**config.mk**
```make
export PLATFORM = sky130hd
export DESIGN_NAME = cts_regs
export DESIGN_NICKNAME = d
export VERILOG_FILES = /design/src/core/cts_pkg.sv /design/src/core/cts_thermistor_encoder.sv /design/src/core/cts_regs.sv
export SDC_FILE = /design/constraint.sdc
export NUM_CORES = 1
export LEC_CHECK = 0
export BUFFER_PORTS_ARGS = -buffer_cell sky130_fd_sc_hd__buf_2
export CAP_MARGIN = 20
export CORE_ASPECT_RATIO = 1.1
export CORE_UTILIZATION = 50
export CTS_BUF_LIST = sky130_fd_sc_hd__clkbuf_8
export CTS_CLUSTER_DIAMETER = 80
export DETAILED_ROUTE_END_ITERATION = 6
export GPL_TIMING_DRIVEN = 1
export MAX_ROUTING_LAYER = met4
export PLACE_DENSITY = 0.87
export SLEW_MARGIN = 30
export SYNTH_ARGS = -nofsm -noshare
export SYNTH_HDL_FRONTEND = slang
export SYNTH_SLANG_ARGS = --single-unit
export TNS_END_PERCENT = 50
```
**constraint.sdc**
```tcl
create_clock -name sys_clk -period 1.8 [get_ports sys_clk]
set_clock_uncertainty 0.2 [all_clocks]
set_input_delay 0.09 -clock sys_clk [delete_from_list [all_inputs] [get_ports sys_clk]]
set_output_delay 0.09 -clock sys_clk [all_outputs]
set_load 0.01 [all_outputs]
```
**src/core/cts_pkg.sv**
```systemverilog
/*
 * Constants for the charger and thermistor status register bank: register
 * offsets, field positions, status codes and pin vector layout.
 * Assumes the serial control port front end presents byte-wide register
 * accesses on sys_clk, and that the thermistor comparators and the charger
 * input detectors are asynchronous analog levels.
 */
// Overview of operation
// - Offset 0x00 is a read-only byte holding the silicon revision; writes do nothing.
// - Status bits 5:3 report the thermistor zone: 000 cold, 001 cool, 010 room, 011 warm, 100 hot.
// - The thermistor status reads 101 when the thermistor voltage is above the disconnect threshold.
// - It reads 110 when the charger input is valid with charger enable 00, or not valid with both enables 00.
// - It reads 111 when the charger input is not valid, charger enable is not 00 and harvester enable is 00.
// - Status bits 2:0 report the charger phase: 000 off, 010 precharge, 011 constant current.
// - The phase reads 100 in constant voltage, 101 in maintain charge and 110 after the maintain timer.
// - The phase reads 001 when suspended for temperature and 111 on a charger fault.
// - The charger input valid flag is 1 only when the input is present and within its valid range.
package cts_pkg;

	// Register offsets
	localparam logic [7:0] CTS_OFS_REVISION   = 8'h00;
	localparam logic [7:0] CTS_OFS_STATUS     = 8'h01;
	localparam logic [7:0] CTS_OFS_OTP_ADDR   = 8'h88;
	localparam logic [7:0] CTS_OFS_OTP_DATA   = 8'h89;

	// Revision value is arbitrary, chosen for this build
	localparam logic [7:0] CTS_SILICON_REVISION = 8'h5a;

	// Reset values and the value read back from unmapped offsets
	localparam logic [7:0] CTS_OTP_ADDR_RESET = 8'h00;
	localparam logic [7:0] CTS_READ_RESET     = 8'h00;
	localparam logic [7:0] CTS_UNMAPPED_READ  = 8'h00;

	// Status register field positions
	localparam int CTS_THM_LSB   = 3;
	localparam int CTS_THM_MSB   = 5;
	localparam int CTS_PHASE_LSB = 0;
	localparam int CTS_PHASE_MSB = 2;

	// Thermistor status codes
	localparam logic [2:0] CTS_THM_COLD     = 3'h0;
	localparam logic [2:0] CTS_THM_COOL     = 3'h1;
	localparam logic [2:0] CTS_THM_ROOM     = 3'h2;
	localparam logic [2:0] CTS_THM_WARM     = 3'h3;
	localparam logic [2:0] CTS_THM_HOT      = 3'h4;
	localparam logic [2:0] CTS_THM_NONE     = 3'h5;
	localparam logic [2:0] CTS_THM_OFF_BOTH = 3'h6;
	localparam logic [2:0] CTS_THM_OFF_HRV  = 3'h7;

	// Charger phase codes
	localparam logic [2:0] CTS_PH_OFF      = 3'h0;
	localparam logic [2:0] CTS_PH_SUSPEND  = 3'h1;
	localparam logic [2:0] CTS_PH_PRE      = 3'h2;
	localparam logic [2:0] CTS_PH_CC       = 3'h3;
	localparam logic [2:0] CTS_PH_CV       = 3'h4;
	localparam logic [2:0] CTS_PH_MAINTAIN = 3'h5;
	localparam logic [2:0] CTS_PH_DONE     = 3'h6;
	localparam logic [2:0] CTS_PH_FAULT    = 3'h7;

	// Thermistor enable value meaning monitoring off
	localparam logic [1:0] CTS_THM_EN_OFF = 2'h0;

	// Asynchronous pin vector layout
	localparam int CTS_PIN_GT_DIS   = 0;
	localparam int CTS_PIN_GT_COLD  = 1;
	localparam int CTS_PIN_GT_COOL  = 2;
	localparam int CTS_PIN_GT_WARM  = 3;
	localparam int CTS_PIN_GT_HOT   = 4;
	localparam int CTS_PIN_PRESENT  = 5;
	localparam int CTS_PIN_IN_RANGE = 6;
	localparam int CTS_PIN_COUNT    = 7;

endpackage

```
**src/core/cts_thermistor_encoder.sv**
```systemverilog
/*
 * Thermistor status encoder: turns synchronised comparator levels, the
 * charger input valid flag and the two thermistor enables into the
 * three-bit thermistor status code.
 * Assumes all inputs are already on sys_clk; purely combinational.
 */
module cts_thermistor_encoder
	import cts_pkg::*;
(
	input  wire logic       gtDis,
	input  wire logic       gtCold,
	input  wire logic       gtCool,
	input  wire logic       gtWarm,
	input  wire logic       gtHot,
	input  wire logic       chargerInputValid,
	input  wire logic [1:0] chargerThermistorEnable,
	input  wire logic [1:0] harvesterThermistorEnable,
	output logic      [2:0] thermistorZoneStatus
);

	logic chgOff;
	logic hrvOff;

	assign chgOff = (chargerThermistorEnable == CTS_THM_EN_OFF);
	assign hrvOff = (harvesterThermistorEnable == CTS_THM_EN_OFF);

	// Disabled monitoring wins: the comparators are unpowered then
	always_comb begin
		if ((chargerInputValid && chgOff) ||
				(!chargerInputValid && chgOff && hrvOff)) begin
			thermistorZoneStatus = CTS_THM_OFF_BOTH;
		end else if (!chargerInputValid && hrvOff) begin
			thermistorZoneStatus = CTS_THM_OFF_HRV;
		end else if (gtDis) begin
			thermistorZoneStatus = CTS_THM_NONE;
		end else if (gtCold) begin
			thermistorZoneStatus = CTS_THM_COLD;
		end else if (gtCool) begin
			thermistorZoneStatus = CTS_THM_COOL;
		end else if (gtWarm) begin
			thermistorZoneStatus = CTS_THM_ROOM;
		end else if (gtHot) begin
			thermistorZoneStatus = CTS_THM_WARM;
		end else begin
			thermistorZoneStatus = CTS_THM_HOT;
		end
	end

endmodule

```
**src/core/cts_regs.sv**
```systemverilog
/*
 * Charger and thermistor status register bank: revision byte, status byte
 * with thermistor zone and charger phase, and OTP readback address/data.
 * Assumes the serial control port decoder issues one-cycle register read
 * and write strobes on sys_clk, that the charger state machine and OTP
 * array sit on sys_clk, and that analog levels arrive asynchronously.
 */
module cts_regs
	import cts_pkg::*;
(
	input  wire logic       sys_clk,
	input  wire logic       rst,
	input  wire logic [7:0] regAddr,
	input  wire logic       regWrite,
	input  wire logic       regRead,
	input  wire logic [7:0] regWriteData,
	output logic      [7:0] regReadData,
	output logic            regReadValid,
	input  wire logic       thermistorAboveDisconnect,
	input  wire logic       thermistorAboveCold,
	input  wire logic       thermistorAboveCool,
	input  wire logic       thermistorAboveWarm,
	input  wire logic       thermistorAboveHot,
	input  wire logic       chargerInputPresent,
	input  wire logic       chargerInputInRange,
	input  wire logic [1:0] chargerThermistorEnable,
	input  wire logic [1:0] harvesterThermistorEnable,
	input  wire logic       chgFault,
	input  wire logic       chgTempSuspend,
	input  wire logic       chgTimerDone,
	input  wire logic       chgMaintain,
	input  wire logic       chgConstVoltage,
	input  wire logic       chgConstCurrent,
	input  wire logic       chgPrecharge,
	input  wire logic [7:0] otpByteValue,
	output logic      [7:0] otpByteAddress,
	output logic            chargerInputValid,
	output logic      [2:0] thermistorZoneStatus,
	output logic      [2:0] chargerPhaseStatus
);

	typedef struct packed {
		logic [CTS_PIN_COUNT-1:0] pinMeta;
		logic [CTS_PIN_COUNT-1:0] pinSync;
		logic                     inputValid;
		logic [2:0]               thermStatus;
		logic [2:0]               phaseStatus;
		logic [7:0]               otpAddress;
		logic [7:0]               readData;
		logic                     readValid;
	} cts_state_type;

	cts_state_type cur;
	cts_state_type next_cur;
	logic [CTS_PIN_COUNT-1:0] pinRaw;
	logic [2:0]               zoneCode;
	logic [7:0]               statusByte;

	// Address match, shared by write and read decode
	function automatic logic hitReg(input logic [7:0] addr,
			input logic [7:0] offset);
		hitReg = (addr == offset);
	endfunction

	// Charger phase priority: a fault outranks everything it could mask
	function automatic logic [2:0] phaseCode(input logic [6:0] flags);
		logic [2:0] code;
		code = CTS_PH_OFF;
		if (flags[6]) begin
			code = CTS_PH_FAULT;
		end else if (flags[5]) begin
			code = CTS_PH_SUSPEND;
		end else if (flags[4]) begin
			code = CTS_PH_DONE;
		end else if (flags[3]) begin
			code = CTS_PH_MAINTAIN;
		end else if (flags[2]) begin
			code = CTS_PH_CV;
		end else if (flags[1]) begin
			code = CTS_PH_CC;
		end else if (flags[0]) begin
			code = CTS_PH_PRE;
		end
		phaseCode = code;
	endfunction

	// Gather the asynchronous analog levels into one vector
	always_comb begin
		pinRaw = '0;
		pinRaw[CTS_PIN_GT_DIS]   = thermistorAboveDisconnect;
		pinRaw[CTS_PIN_GT_COLD]  = thermistorAboveCold;
		pinRaw[CTS_PIN_GT_COOL]  = thermistorAboveCool;
		pinRaw[CTS_PIN_GT_WARM]  = thermistorAboveWarm;
		pinRaw[CTS_PIN_GT_HOT]   = thermistorAboveHot;
		pinRaw[CTS_PIN_PRESENT]  = chargerInputPresent;
		pinRaw[CTS_PIN_IN_RANGE] = chargerInputInRange;
	end

	// Zone decode sees only the second synchroniser stage
	cts_thermistor_encoder u_encoder (
		.gtDis                     (cur.pinSync[CTS_PIN_GT_DIS]),
		.gtCold                    (cur.pinSync[CTS_PIN_GT_COLD]),
		.gtCool                    (cur.pinSync[CTS_PIN_GT_COOL]),
		.gtWarm                    (cur.pinSync[CTS_PIN_GT_WARM]),
		.gtHot                     (cur.pinSync[CTS_PIN_GT_HOT]),
		.chargerInputValid         (cur.inputValid),
		.chargerThermistorEnable   (chargerThermistorEnable),
		.harvesterThermistorEnable (harvesterThermistorEnable),
		.thermistorZoneStatus      (zoneCode)
	);

	// Status byte as seen by software
	always_comb begin
		statusByte = '0;
		statusByte[CTS_THM_MSB:CTS_THM_LSB] = cur.thermStatus;
		statusByte[CTS_PHASE_MSB:CTS_PHASE_LSB] = cur.phaseStatus;
	end

	// Next-state logic for the whole bank
	always_comb begin
		next_cur = cur;
		next_cur.pinMeta = pinRaw;
		next_cur.pinSync = cur.pinMeta;
		next_cur.inputValid = cur.pinSync[CTS_PIN_PRESENT] &&
			cur.pinSync[CTS_PIN_IN_RANGE];
		next_cur.thermStatus = zoneCode;
		next_cur.phaseStatus = phaseCode({chgFault, chgTempSuspend,
			chgTimerDone, chgMaintain, chgConstVoltage, chgConstCurrent,
			chgPrecharge});
		if (regWrite && hitReg(regAddr, CTS_OFS_OTP_ADDR)) begin
			next_cur.otpAddress = regWriteData;
		end
		// Reads answer one cycle later; writes elsewhere are dropped
		next_cur.readValid = regRead;
		if (regRead) begin
			if (hitReg(regAddr, CTS_OFS_REVISION)) begin
				next_cur.readData = CTS_SILICON_REVISION;
			end else if (hitReg(regAddr, CTS_OFS_STATUS)) begin
				next_cur.readData = statusByte;
			end else if (hitReg(regAddr, CTS_OFS_OTP_ADDR)) begin
				next_cur.readData = cur.otpAddress;
			end else if (hitReg(regAddr, CTS_OFS_OTP_DATA)) begin
				next_cur.readData = otpByteValue;
			end else begin
				next_cur.readData = CTS_UNMAPPED_READ;
			end
		end
	end

	// State register
	always_ff @(posedge sys_clk or posedge rst) begin
		if (rst) begin
			cur <= '{pinMeta: '0, pinSync: '0, inputValid: 1'b0,
				thermStatus: CTS_THM_COLD, phaseStatus: CTS_PH_OFF,
				otpAddress: CTS_OTP_ADDR_RESET,
				readData: CTS_READ_RESET, readValid: 1'b0};
		end else begin
			cur <= next_cur;
		end
	end

	// Outputs come straight from the state flops
	assign regReadData          = cur.readData;
	assign regReadValid         = cur.readValid;
	assign otpByteAddress       = cur.otpAddress;
	assign chargerInputValid    = cur.inputValid;
	assign thermistorZoneStatus = cur.thermStatus;
	assign chargerPhaseStatus   = cur.phaseStatus;

	property p_revision;
		@(posedge sys_clk) disable iff (rst)
		regRead && regAddr == CTS_OFS_REVISION |=>
			regReadValid && regReadData == CTS_SILICON_REVISION;
	endproperty
	a_revision: assert property (p_revision)
		else $error("revision read mismatch");

	property p_status_top;
		@(posedge sys_clk) disable iff (rst)
		regRead && regAddr == CTS_OFS_STATUS |=>
			regReadData[7:6] == 2'h0 &&
			regReadData[5:3] == $past(thermistorZoneStatus);
	endproperty
	a_status_top: assert property (p_status_top)
		else $error("status read wrong");

	property p_zone_warm;
		@(posedge sys_clk) disable iff (rst)
		cur.inputValid && chargerThermistorEnable != CTS_THM_EN_OFF &&
			!cur.pinSync[CTS_PIN_GT_DIS] && !cur.pinSync[CTS_PIN_GT_WARM] &&
			cur.pinSync[CTS_PIN_GT_HOT] && !cur.pinSync[CTS_PIN_GT_COOL] &&
			!cur.pinSync[CTS_PIN_GT_COLD] |=>
			thermistorZoneStatus == CTS_THM_WARM;
	endproperty
	a_zone_warm: assert property (p_zone_warm)
		else $error("warm zone not reported");

	property p_no_thermistor;
		@(posedge sys_clk) disable iff (rst)
		cur.inputValid && chargerThermistorEnable != CTS_THM_EN_OFF &&
			cur.pinSync[CTS_PIN_GT_DIS] |=>
			thermistorZoneStatus == CTS_THM_NONE;
	endproperty
	a_no_thermistor: assert property (p_no_thermistor)
		else $error("missing thermistor not reported");

	property p_off_both;
		@(posedge sys_clk) disable iff (rst)
		chargerThermistorEnable == CTS_THM_EN_OFF &&
			(cur.inputValid ||
			harvesterThermistorEnable == CTS_THM_EN_OFF) |=>
			thermistorZoneStatus == CTS_THM_OFF_BOTH;
	endproperty
	a_off_both: assert property (p_off_both)
		else $error("disabled code 110 not reported");

	property p_off_hrv;
		@(posedge sys_clk) disable iff (rst)
		!cur.inputValid && chargerThermistorEnable != CTS_THM_EN_OFF &&
			harvesterThermistorEnable == CTS_THM_EN_OFF |=>
			thermistorZoneStatus == CTS_THM_OFF_HRV;
	endproperty
	a_off_hrv: assert property (p_off_hrv)
		else $error("disabled code 111 not reported");

	property p_precharge;
		@(posedge sys_clk) disable iff (rst)
		chgPrecharge && !chgConstCurrent && !chgConstVoltage &&
			!chgMaintain && !chgTimerDone && !chgTempSuspend &&
			!chgFault |=> chargerPhaseStatus == CTS_PH_PRE;
	endproperty
	a_precharge: assert property (p_precharge)
		else $error("precharge phase wrong");

	property p_const_voltage;
		@(posedge sys_clk) disable iff (rst)
		chgConstVoltage && !chgMaintain && !chgTimerDone &&
			!chgTempSuspend && !chgFault |=>
			chargerPhaseStatus == CTS_PH_CV;
	endproperty
	a_const_voltage: assert property (p_const_voltage)
		else $error("constant voltage phase wrong");

	property p_fault;
		@(posedge sys_clk) disable iff (rst)
		chgFault |=> chargerPhaseStatus == CTS_PH_FAULT;
	endproperty
	a_fault: assert property (p_fault)
		else $error("fault phase not reported");

	property p_input_invalid;
		@(posedge sys_clk) disable iff (rst)
		(chargerInputPresent && !chargerInputInRange)[*4] |->
			!chargerInputValid;
	endproperty
	a_input_invalid: assert property (p_input_invalid)
		else $error("charger input valid while out of range");

	property p_otp_readback;
		@(posedge sys_clk) disable iff (rst)
		regWrite && regAddr == CTS_OFS_OTP_ADDR ##1
			regRead && regAddr == CTS_OFS_OTP_DATA && !regWrite |=>
			otpByteAddress == $past(regWriteData, 2) &&
			regReadData == $past(otpByteValue);
	endproperty
	a_otp_readback: assert property (p_otp_readback)
		else $error("OTP readback mismatch");

	property p_const_current;
		@(posedge sys_clk) disable iff (rst)
		chgConstCurrent && !chgConstVoltage && !chgMaintain &&
			!chgTimerDone && !chgTempSuspend && !chgFault |=>
			chargerPhaseStatus == CTS_PH_CC;
	endproperty
	a_const_current: assert property (p_const_current)
		else $error("constant current phase wrong");

	property p_timer_done;
		@(posedge sys_clk) disable iff (rst)
		chgTimerDone && !chgTempSuspend && !chgFault |=>
			chargerPhaseStatus == CTS_PH_DONE;
	endproperty
	a_timer_done: assert property (p_timer_done)
		else $error("timer done phase wrong");

	property p_temp_suspend;
		@(posedge sys_clk) disable iff (rst)
		chgTempSuspend && !chgFault |=>
			chargerPhaseStatus == CTS_PH_SUSPEND;
	endproperty
	a_temp_suspend: assert property (p_temp_suspend)
		else $error("suspend phase wrong");

	// address only moves on its own write, so OTP reads stay put
	property p_addr_hold;
		@(posedge sys_clk) disable iff (rst)
		!(regWrite && regAddr == CTS_OFS_OTP_ADDR) |=>
			$stable(otpByteAddress);
	endproperty
	a_addr_hold: assert property (p_addr_hold)
		else $error("OTP address changed without a write");

endmodule

```
==> impl_metrics.csv, run 1 <==
group,metric,value,unit
worst_setup_path,startpoint_type,"input pin",
worst_setup_path,slowest_stage,"dlygate4sd3_1",
pwr,vdd_drop_max,0.557,mV
global_route,grt_max_degree,39,
clock_network,cts_buffers,5,
floorplan,die_area,3730,um^2
worst_setup_path,crit_chain,"dlygate4sd3_1 -> buf_2 -> nor2_1 -> dlygate4sd3_1 -> o32ai_1",
pwr,static-leakage-power,1.18,nW
logic_synthesis,synth-edff-count,0,
sta,fin_crit_sh,87.7,%
logic_synthesis,yosysUniqueCellTypes,29,
sta,tightest_slew,0.466,ns
detailed_routing,drc,0,
finish,nFillCells,251,
logic_synthesis,yosys.area.top_type_share,54.6,%
clock_network,cts.sinks,38,
logic_synthesis,ys_seq_elements,38,
finish,diodes,0,
placement,placed_area,1980,um^2
logic_synthesis,synthArstFlopShare,100,%
status,outcome,"complete, no violations",
finish,finish.net_count,281,
finish,syn2layout_area_growth,34.2,%
clock_network,cts_tree,"done",
clock_network,cts_setup_buffers,0,
global_route,grt_antenna_before_repair,0,
clock_network,clockRootBuffer,"clkbuf_8",
global_route,grt_pass1_wl,6150,um
logic_synthesis,syn_inst,155,
worst_setup_path,crit_fanout,2,
placement,io_buffers,69,
floorplan,initial_core_util,52.3,%
global_route,grt_pass1_vias,1434,
floorplan,num_rows,22,
logic_synthesis,avgSynthCellArea,11.2,um^2
pwr,p_per_area,741,nW/um^2
sta,hold_violations,0,
sta,slew_headroom,68.9,%
flow_run,maxCapViolations,0,
worst_setup_path,worst_path_most_repeated_cell,"dlygate4sd3_1",
clock_network,cts_max_level,2,
finish,final_cell_area,2340,um^2
placement,dp_hpwl,2480,um
worst_setup_path,critical_path_class,"in2reg",
sta,max_freq,634,MHz
logic_synthesis,synth_warnings,0,
sta,timing.hold.ws,0.0268,ns
worst_setup_path,worst_ep_required_time,1.76,ns
logic_synthesis,synth_top_cell_by_area,"dfrtp_1",
detailed_routing,first_pass_iters,4,
clock_network,ctsResizeCount,0,
sta,final_max_slew_viol_count,0,
floorplan,coreArea,3330,um^2
sta,rsz0062_at_grt,"no",
worst_hold_path,hold_path_class,"in2reg",
detailed_routing,wl_per_cell,12.9,um
worst_setup_path,critPathArrivalTime,1.54,ns
logic_synthesis,synth_commonest_cells,"38 x dfrtp_1, 22 x buf_4, 12 x nand2_1",
logic_synthesis,yosysMostFrequentCell,"dfrtp_1",
logic_synthesis,ys_seq_area_share,54.6,%
worst_setup_path,cp-end-kind,"register",
floorplan,io_pins,70,
worst_setup_path,max_stage_delay,0.57,ns
clock_network,clk_path_buf_depth,2,
clock_network,hold_buffers,27,
floorplan,die_h,63.9,um
detailed_routing,ant_nets,0,
placement,gp_congestion,0.871,
detailed_routing,first_iter_violations,84,
logic_synthesis,yosys_most_used_dff,"dfrtp_1",
sta,fin_crit,1.58,ns
sta,setup_violations,0,
clock_network,insertion_delay,0.28,ns
logic_synthesis,synth_area_leaders,"dfrtp_1 55%, buf_4 9.5%, mux2_4 6.9%",
logic_synthesis,syn_area,1740,um^2
floorplan,die_w,58.3,um
pwr,design_power_total,1.73,mW
finish,drive_above_1_share,40.3,%
detailed_routing,vias,1398,
sta,final.setup.tns,0,ns
clock_network,path_clk_slew,0.07,ns
detailed_routing,routed_wl,3660,um
global_route,grt_overflow,0,
detailed_routing,via_per_inst,4.92,
global_route,grt_use_total,23.2,%
logic_synthesis,synth_nets,201,
-- cells by family (layout without fill, tap and decap cells) --
family | Yosys count | in the layout | share of synthesized area (%)
buffers and inverters | 35 | 116 | 13.2
muxes | 9 | 9 | 7.54
AOI/OAI and AO/OA | 28 | 28 | 11.3
DFF | 38 | 38 | 54.6
and+or+nand+nor | 45 | 45 | 13.4
-- worst max-delay path, delay by kind of cell --
| kind | cells | cell delay [ns] |
|---|---|---|
| buf+inv | 3 | 1.24 |
| compound gates | 1 | 0.08 |
| simple gates | 1 | 0.12 |
-- through the flow --
step                std cells  utilization, %  setup slack (ns)
floorplan                 155               -             0.112
global placement          249            59.4            0.0403
detailed placement        249            59.4            0.0300
CTS                       284            70.2             0.275
global route              284            70.2             0.180
finish                    284            70.2             0.222
-- layout by cell type (no fill, tap or decap), types with 4 or more instances in the layout --
cell	instances
buf_2	69
dfrtp_1	38
dlygate4sd3_1	27
nand2_1	12
inv_1	9
nor2_1	9
mux2_4	8
a21oi_1	8
nand3_1	7
clkbuf_8	6
nor3_1	4
o21a_1	4
o22ai_1	4
buf_4	4
-- metal layers --
metal,global-route usage [%],up-vias,share of wire (%)
met5,-,-,0
li1,-,668,-
met3,6.88,7,7.5
met2,40.1,70,53
met1,24.3,653,37
met4,10.1,0,2.1
-- final cells by class --
cell class | instances | area [um^2] | area share [%]
multi-input cells | 82 | 562 | 24.0
well taps | 48 | 60.1 | 2.57
clock buffers | 6 | 82.6 | 3.53
flip-flops and latches | 38 | 951 | 40.6
clock inverters | 2 | 8.76 | 0.374
repair buffers | 100 | 646 | 27.6
inverters | 8 | 30.0 | 1.28
-- state kept, by name, summed over array words and instances, names as in the netlist --
name and cells:
otpByteAddress 8, chargerInputValid 1, regReadData 8, regReadValid 1
chargerPhaseStatus 3, cur 14, thermistorZoneStatus 3
-- final timing paths --
check | start | end | slack, ns | depth (start not counted)
setup / recovery | chargerThermistorEnable[0] | thermistorZoneStatus[0] | 0.22 | 5
hold / removal | otpByteValue[0] | regReadData[0] | 0.03 | 4
setup reg to reg | cur[27] | thermistorZoneStatus[0] | 0.45 | 4
hold reg to reg | cur[36] | cur[29] | 0.15 | 0
max in group asynchronous | rst | thermistorZoneStatus[0] | 0.80 | 4
min in group asynchronous | rst | cur[37] | 0.27 | 4
-- power breakdown --
| part | internal, mW | leakage [nW] | switching [mW] |
|---|---|---|---|
| clock | 0.303 | 0.0524 | 0.275 |
| sequential | 0.891 | 0.474 | 0.0226 |
| combinational | 0.133 | 0.653 | 0.108 |
| total | 1.33 | 1.18 | 0.406 |
Power figures use the tool's default switching activity.
==> inputs of run 2 (changes only) <==
--- a/config.mk
+++ b/config.mk
@@ -8,15 +8,16 @@
 export BUFFER_PORTS_ARGS = -buffer_cell sky130_fd_sc_hd__buf_2
 export CAP_MARGIN = 20
 export CORE_ASPECT_RATIO = 1.1
-export CORE_UTILIZATION = 50
+export CORE_UTILIZATION = 49
 export CTS_BUF_LIST = sky130_fd_sc_hd__clkbuf_8
 export CTS_CLUSTER_DIAMETER = 80
 export DETAILED_ROUTE_END_ITERATION = 6
 export GPL_TIMING_DRIVEN = 1
 export MAX_ROUTING_LAYER = met4
-export PLACE_DENSITY = 0.87
+export PLACE_DENSITY = 0.86
 export SLEW_MARGIN = 30
 export SYNTH_ARGS = -nofsm -noshare
 export SYNTH_HDL_FRONTEND = slang
+export SYNTH_HIERARCHICAL = 1
 export SYNTH_SLANG_ARGS = --single-unit
 export TNS_END_PERCENT = 50
==> run 2 against run 1 <==
Net effect:
- critical path depth unchanged
- global-route usage decreased by 0.86 points
- the run now ends with DRC left
- largest cell class unchanged
- non-clock buffer count grew 3
==> impl_metrics.csv, run 2 <==
group,metric,value,unit
sta,setup_violations,0,
worst_hold_path,holdPathStages,3,
clock_network,ctsResizeCount,0,
detailed_routing,routed_wl,3540,um
logic_synthesis,yosysMostFrequentCell,"dfrtp_1",
detailed_routing,ant_nets,0,
sta,slew_headroom,69.5,%
worst_setup_path,cp-end-kind,"register",
logic_synthesis,yosys_most_used_dff,"dfrtp_1",
global_route,grt_pass1_vias,1364,
worst_hold_path,hold_path_class,"in2reg",
placement,dp_slack,-0.0364,ns
detailed_routing,wl_per_cell,13.7,um
worst_setup_path,critical_path_class,"in2reg",
logic_synthesis,syn_area,1690,um^2
worst_setup_path,reg2reg_depth,2,
finish,syn2layout_area_growth,40.2,%
sta,final_max_slew_viol_count,0,
pwr,p_per_area,844,nW/um^2
logic_synthesis,synthArstFlopShare,100,%
global_route,grt_overflow,0,
clock_network,insertion_delay,0.29,ns
global_route,grt_max_degree,39,
finish,nFillCells,238,
worst_setup_path,critPathArrivalTime,1.63,ns
sta,max_freq,617,MHz
logic_synthesis,synth_warnings,6,
placement,placed_area,1950,um^2
worst_setup_path,slowest_stage,"or3_2",
clock_network,cts.sinks,38,
detailed_routing,vias,1309,
clock_network,cts_setup_buffers,0,
clock_network,cts_tree,"done",
worst_setup_path,crit_fanout,7,
flow_run,maxCapViolations,0,
sta,layout_setup_ws,0.179,ns
worst_setup_path,crit_chain,"dlygate4sd3_1 -> buf_2 -> inv_1 -> or3_2 -> o2bb2ai_1",
logic_synthesis,yosys.area.top_type_share,56.3,%
floorplan,die_h,63.6,um
floorplan,die_area,3690,um^2
clock_network,cts_max_level,2,
finish,multi_input_area,551,um^2
detailed_routing,via_per_inst,5.07,
global_route,grt_pass1_wl,5880,um
logic_synthesis,ys_seq_area_share,56.3,%
status,outcome,"complete, but fails checks",
sta,fin_crit_sh,90.0,%
sta,fin_crit,1.62,ns
finish,diodes,0,
clock_network,clk_path_buf_depth,2,
finish,largest_register_ffs,14,
worst_setup_path,reg2reg_slack,0.51,ns
finish,finish.net_count,267,
sta,rsz0062_at_grt,"no",
detailed_routing,first_iter_violations,44,
worst_setup_path,worst_ep_required_time,1.81,ns
detailed_routing,first_pass_iters,6,
logic_synthesis,syn_inst,135,
finish,seq_area,951,um^2
finish,layout_commonest_cell,"buf_2",
detailed_routing,drc,6,
pwr,vdd_drop_max,0.587,mV
sta,tightest_slew,0.457,ns
finish,top_register,"cur",
logic_synthesis,synth_top_cell_by_area,"dfrtp_1",
floorplan,num_rows,22,
global_route,grt_antenna_before_repair,0,
clock_network,clockRootBuffer,"clkbuf_8",
worst_setup_path,reg2reg_to,"regReadData[5]",
clock_network,path_clk_slew,0.07,ns
worst_hold_path,hold-path-endpoint,"regReadData[6]",
floorplan,io_pins,70,
finish,drive_above_1_share,47.3,%
logic_synthesis,avgSynthCellArea,12.5,um^2
clock_network,cts_buffers,5,
logic_synthesis,synth_nets,181,
status,violations,"DRC",
logic_synthesis,ys_seq_elements,38,
sta,hold_violations,0,
logic_synthesis,synth_commonest_cells,"38 x dfrtp_1, 22 x buf_4, 15 x mux2_2",
worst_hold_path,worstHoldStart,"regAddr[5]",
placement,gp_congestion,0.857,
global_route,grt_use_total,22.4,%
placement,io_buffers,69,
worst_setup_path,max_stage_delay,0.56,ns
logic_synthesis,synth_area_leaders,"dfrtp_1 56%, mux2_2 10%, buf_4 9.8%",
logic_synthesis,yosysUniqueCellTypes,33,
pwr,static-leakage-power,1.20,nW
finish,final_cell_mix,"69 x buf_2, 38 x dfrtp_1, 28 x dlygate4sd3_1",
floorplan,coreArea,3300,um^2
placement,dp_hpwl,2460,um
worst_setup_path,r2r_start,"otpByteAddress[5]",
worst_setup_path,startpoint_type,"input pin",
finish,final_cell_area,2370,um^2
logic_synthesis,synth-edff-count,0,
sta,final.setup.tns,0,ns
floorplan,initial_core_util,51.2,%
floorplan,die_w,58,um
==> run 2: through the flow <==
stage / hold WS [ns] / utilization (%) / power (mW) / std cells
6_report: 0.0343 / 71.7 / 2.00 / 258
5_1_grt: 0.0418 / 71.7 / 2.09 / 258
4_1_cts: 0.0110 / 72.0 / 2.01 / 259
3_5_place_dp: -0.000684 / 59.1 / 1.12 / 222
3_3_place_gp: -0.00195 / 59.1 / 1.11 / 222
2_1_floorplan: -0.0786 / - / 1.04 / 135
==> run 2: cell families after synthesis <==
| group | Yosys count | synth area share (%) |
|---|---|---|
| buffers and inverters | 28 | 11.2 |
| and+or+nand+nor | 29 | 11.2 |
| DFF | 38 | 56.3 |
| AOI/OAI and AO/OA | 24 | 10.8 |
| muxes | 16 | 10.6 |
==> run 2: metal layers <==
layer | global-route usage [%] | vias to the layer above | share of wire, %
li1 | - | 626 | -
met1 | 23.0 | 623 | 39
met2 | 40.1 | 53 | 54
met3 | 5.95 | 7 | 5.5
met4 | 8.33 | 0 | 1.1
met5 | - | - | 0
==> run 2: area by class of cell <==
class | count | area share (%)
Sequential cell | 38 | 40.1
Timing Repair Buffer | 103 | 28.3
Multi-Input combinational cell | 69 | 23.2
Clock buffer | 5 | 2.90
Clock inverter | 3 | 2.90
Tap cell | 36 | 1.90
Inverter | 4 | 0.634
==> run 2: power by group <==
group	leakage (nW)	total [mW]	internal (mW)	switching [mW]
Sequential	0.475	0.912	0.891	0.0209
Combinational	0.655	0.235	0.134	0.101
Clock	0.0683	0.852	0.555	0.297
==> run 2: how the worst max path moves through the flow <==
stage / startpoint / end / slack (ns) / depth (start not counted)
floorplan: regAddr[4] / otpByteAddress[0] / 0.06 / 4
global placement: regAddr[4] / otpByteAddress[0] / -0.007 / 5
detailed placement: regAddr[4] / otpByteAddress[5] / -0.04 / 5
CTS: chargerThermistorEnable[1] / thermistorZoneStatus[0] / 0.08 / 6
global route: regRead / regReadData[3] / 0.12 / 5
finish: regRead / regReadData[3] / 0.18 / 5
==> run 2: what timing repair did <==
action,CTS,global route
setup endpoints to repair,0,1
endpoints found under the hold margin,62,0
hold buffers,29,0
==> run 2: worst max-delay path: cells and delay by family <==
kind | cells | cell delay [ns]
AOI/OAI and AO/OA | 1 | 0.18
buffers and inverters | 3 | 0.80
and+or+nand+nor | 1 | 0.56
==> inputs of run 3 (changes only) <==
==> constraint.sdc (replaced) <==
create_clock -name sys_clk -period 1.5 [get_ports sys_clk]
set_clock_uncertainty 0.2 [all_clocks]
set_input_delay 0.075 -clock sys_clk [delete_from_list [all_inputs] [get_ports sys_clk]]
set_output_delay 0.075 -clock sys_clk [all_outputs]
set_load 0.01 [all_outputs]
==> run 3 against run 2 <==
Net effect:
- the flow still finishes with violations (DRC)
- die area is the same
- critical path depth is the same
- worst hold slack lost 0.015 ns
- core utilization grew 1.7 points
- final area grew 2.3%
- largest cell class unchanged
==> impl_metrics.csv, run 3 (synthesized netlist as in run 2, its figures left out) <==
group,metric,value,unit
status,outcome,"complete, but fails checks",
status,violations,"DRC",
sta,final_max_slew_viol_count,0,
pwr,vdd_drop_max,0.871,mV
sta,max_freq,668,MHz
finish,nFillCells,229,
floorplan,die_w,58,um
floorplan,io_pins,70,
global_route,grt_pass1_wl,6000,um
sta,slew_headroom,69.5,%
pwr,design_power_total,2.41,mW
clock_network,cts_tree,"done",
sta,hold_violations,0,
global_route,grt_use_total,22.7,%
finish,top_register,"cur",
clock_network,cts_max_level,2,
detailed_routing,vias,1324,
global_route,grt_overflow,0,
clock_network,path_clk_slew,0.07,ns
sta,rsz0062_at_grt,"yes",
floorplan,die_area,3690,um^2
worst_hold_path,hold_path_class,"in2reg",
worst_setup_path,critPathTopFamily,"simple AND/OR/NAND/NOR gates",
finish,drive_above_1_share,47.1,%
detailed_routing,routed_wl,3640,um
pwr,static-leakage-power,1.23,nW
placement,dp_hpwl,2440,um
worst_setup_path,crit_fanout,4,
worst_setup_path,crit_chain,"buf_2 -> or4_1 -> nor3_4 -> buf_4 -> mux2_2",
finish,largest_register_ffs,14,
floorplan,initial_core_util,51.2,%
floorplan,die_h,63.6,um
finish,diodes,0,
finish,layout_commonest_cell,"buf_2",
sta,tightest_slew,0.457,ns
clock_network,insertion_delay,0.29,ns
pwr,p_per_area,994,nW/um^2
sta,fin_crit_sh,99.8,%
detailed_routing,first_pass_iters,6,
detailed_routing,first_iter_violations,73,
worst_setup_path,worst_ep_required_time,1.47,ns
worst_setup_path,cp-end-kind,"register",
finish,finish.net_count,272,
sta,fin_crit,1.50,ns
detailed_routing,ant_nets,0,
sta,setup_violations,0,
clock_network,cts.sinks,38,
worst_setup_path,crit_buf_inv,2,
flow_run,maxCapViolations,0,
placement,dp_slack,-0.303,ns
floorplan,coreArea,3300,um^2
finish,syn2layout_area_growth,43.4,%
global_route,grt_antenna_before_repair,0,
worst_setup_path,critPathArrivalTime,1.47,ns
finish,final_cell_mix,"68 x buf_2, 38 x dfrtp_1, 31 x dlygate4sd3_1",
clock_network,clockRootBuffer,"clkbuf_8",
sta,layout_setup_ws,0.00265,ns
placement,io_buffers,69,
clock_network,cts_buffers,5,
detailed_routing,wl_per_cell,13.8,um
detailed_routing,drc,6,
worst_setup_path,startpoint_type,"input pin",
clock_network,clk_path_buf_depth,2,
worst_setup_path,max_stage_delay,0.60,ns
worst_setup_path,critical_path_class,"in2reg",
global_route,grt_pass1_vias,1430,
floorplan,num_rows,22,
worst_setup_path,slowest_stage,"or4_1",
clock_network,cts_setup_buffers,0,
detailed_routing,via_per_inst,5.03,
sta,timing.hold.ws,0.0195,ns
global_route,grt_max_degree,39,
placement,gp_congestion,0.848,
==> run 3: power breakdown <==
group	internal [mW]	leakage (nW)	switching (mW)
Combinational	0.170	0.685	0.125
Sequential	1.07	0.475	0.0257
Clock	0.666	0.0683	0.356
==> run 3: repair_timing <==
item / 4_1_cts / 5_1_grt
gates resized for setup: 0 / 3
hold endpoints to repair: 66 / 0
hold buffers: 32 / 0
setup endpoints to repair: 0 / 7
==> run 3: through the flow <==
stage	utilization, %	setup TNS (ns)	instance area (um^2)	std cells
final	73.4	0	2420	263
after global routing	73.4	-0.0268	2420	263
after CTS	73.4	0	2420	264
after detailed placement	59.5	-3.85	1970	224
after global placement	59.5	-3.57	1970	224
after floorplan	-	-2.14	1690	135
==> run 3: layout make-up <==
cell class	count	area [um^2]	share of cell area (%)
multi-input cells	69	553	22.8
clock buffers	5	68.8	2.84
inverters	4	15.0	0.619
repair buffers	108	723	29.8
clock inverters	3	68.8	2.84
well taps	36	45.0	1.86
flip-flops and latches	38	951	39.2
==> run 3: metal layers <==
metal | GRT usage (%) | up-vias | share of wire [%]
met3 | 6.16 | 12 | 7.3
met4 | 9.52 | 0 | 3.1
met5 | - | - | 0
met2 | 39.1 | 63 | 51
met1 | 24.3 | 608 | 38
li1 | - | 641 | -
==> run 3: tightest hold or removal path, cell delays in order <==
cell and delay, ns:
buf_2 0.12, inv_1 0.12, o2bb2ai_1 0.15
==> run 3: worst paths after layout <==
kind / from / slack [ns] / end / cells after the start
worst max-delay path: regAddr[4] / 0.003 / otpByteAddress[1] / 5
worst min-delay path: regRead / 0.02 / regReadData[1] / 3
worst max register to register: otpByteAddress[4] / 0.19 / regReadData[4] / 3
worst min register to register: cur[34] / 0.15 / cur[27] / 0
max in group asynchronous: rst / 0.55 / chargerPhaseStatus[0] / 4
min in group asynchronous: rst / 0.22 / cur[24] / 4
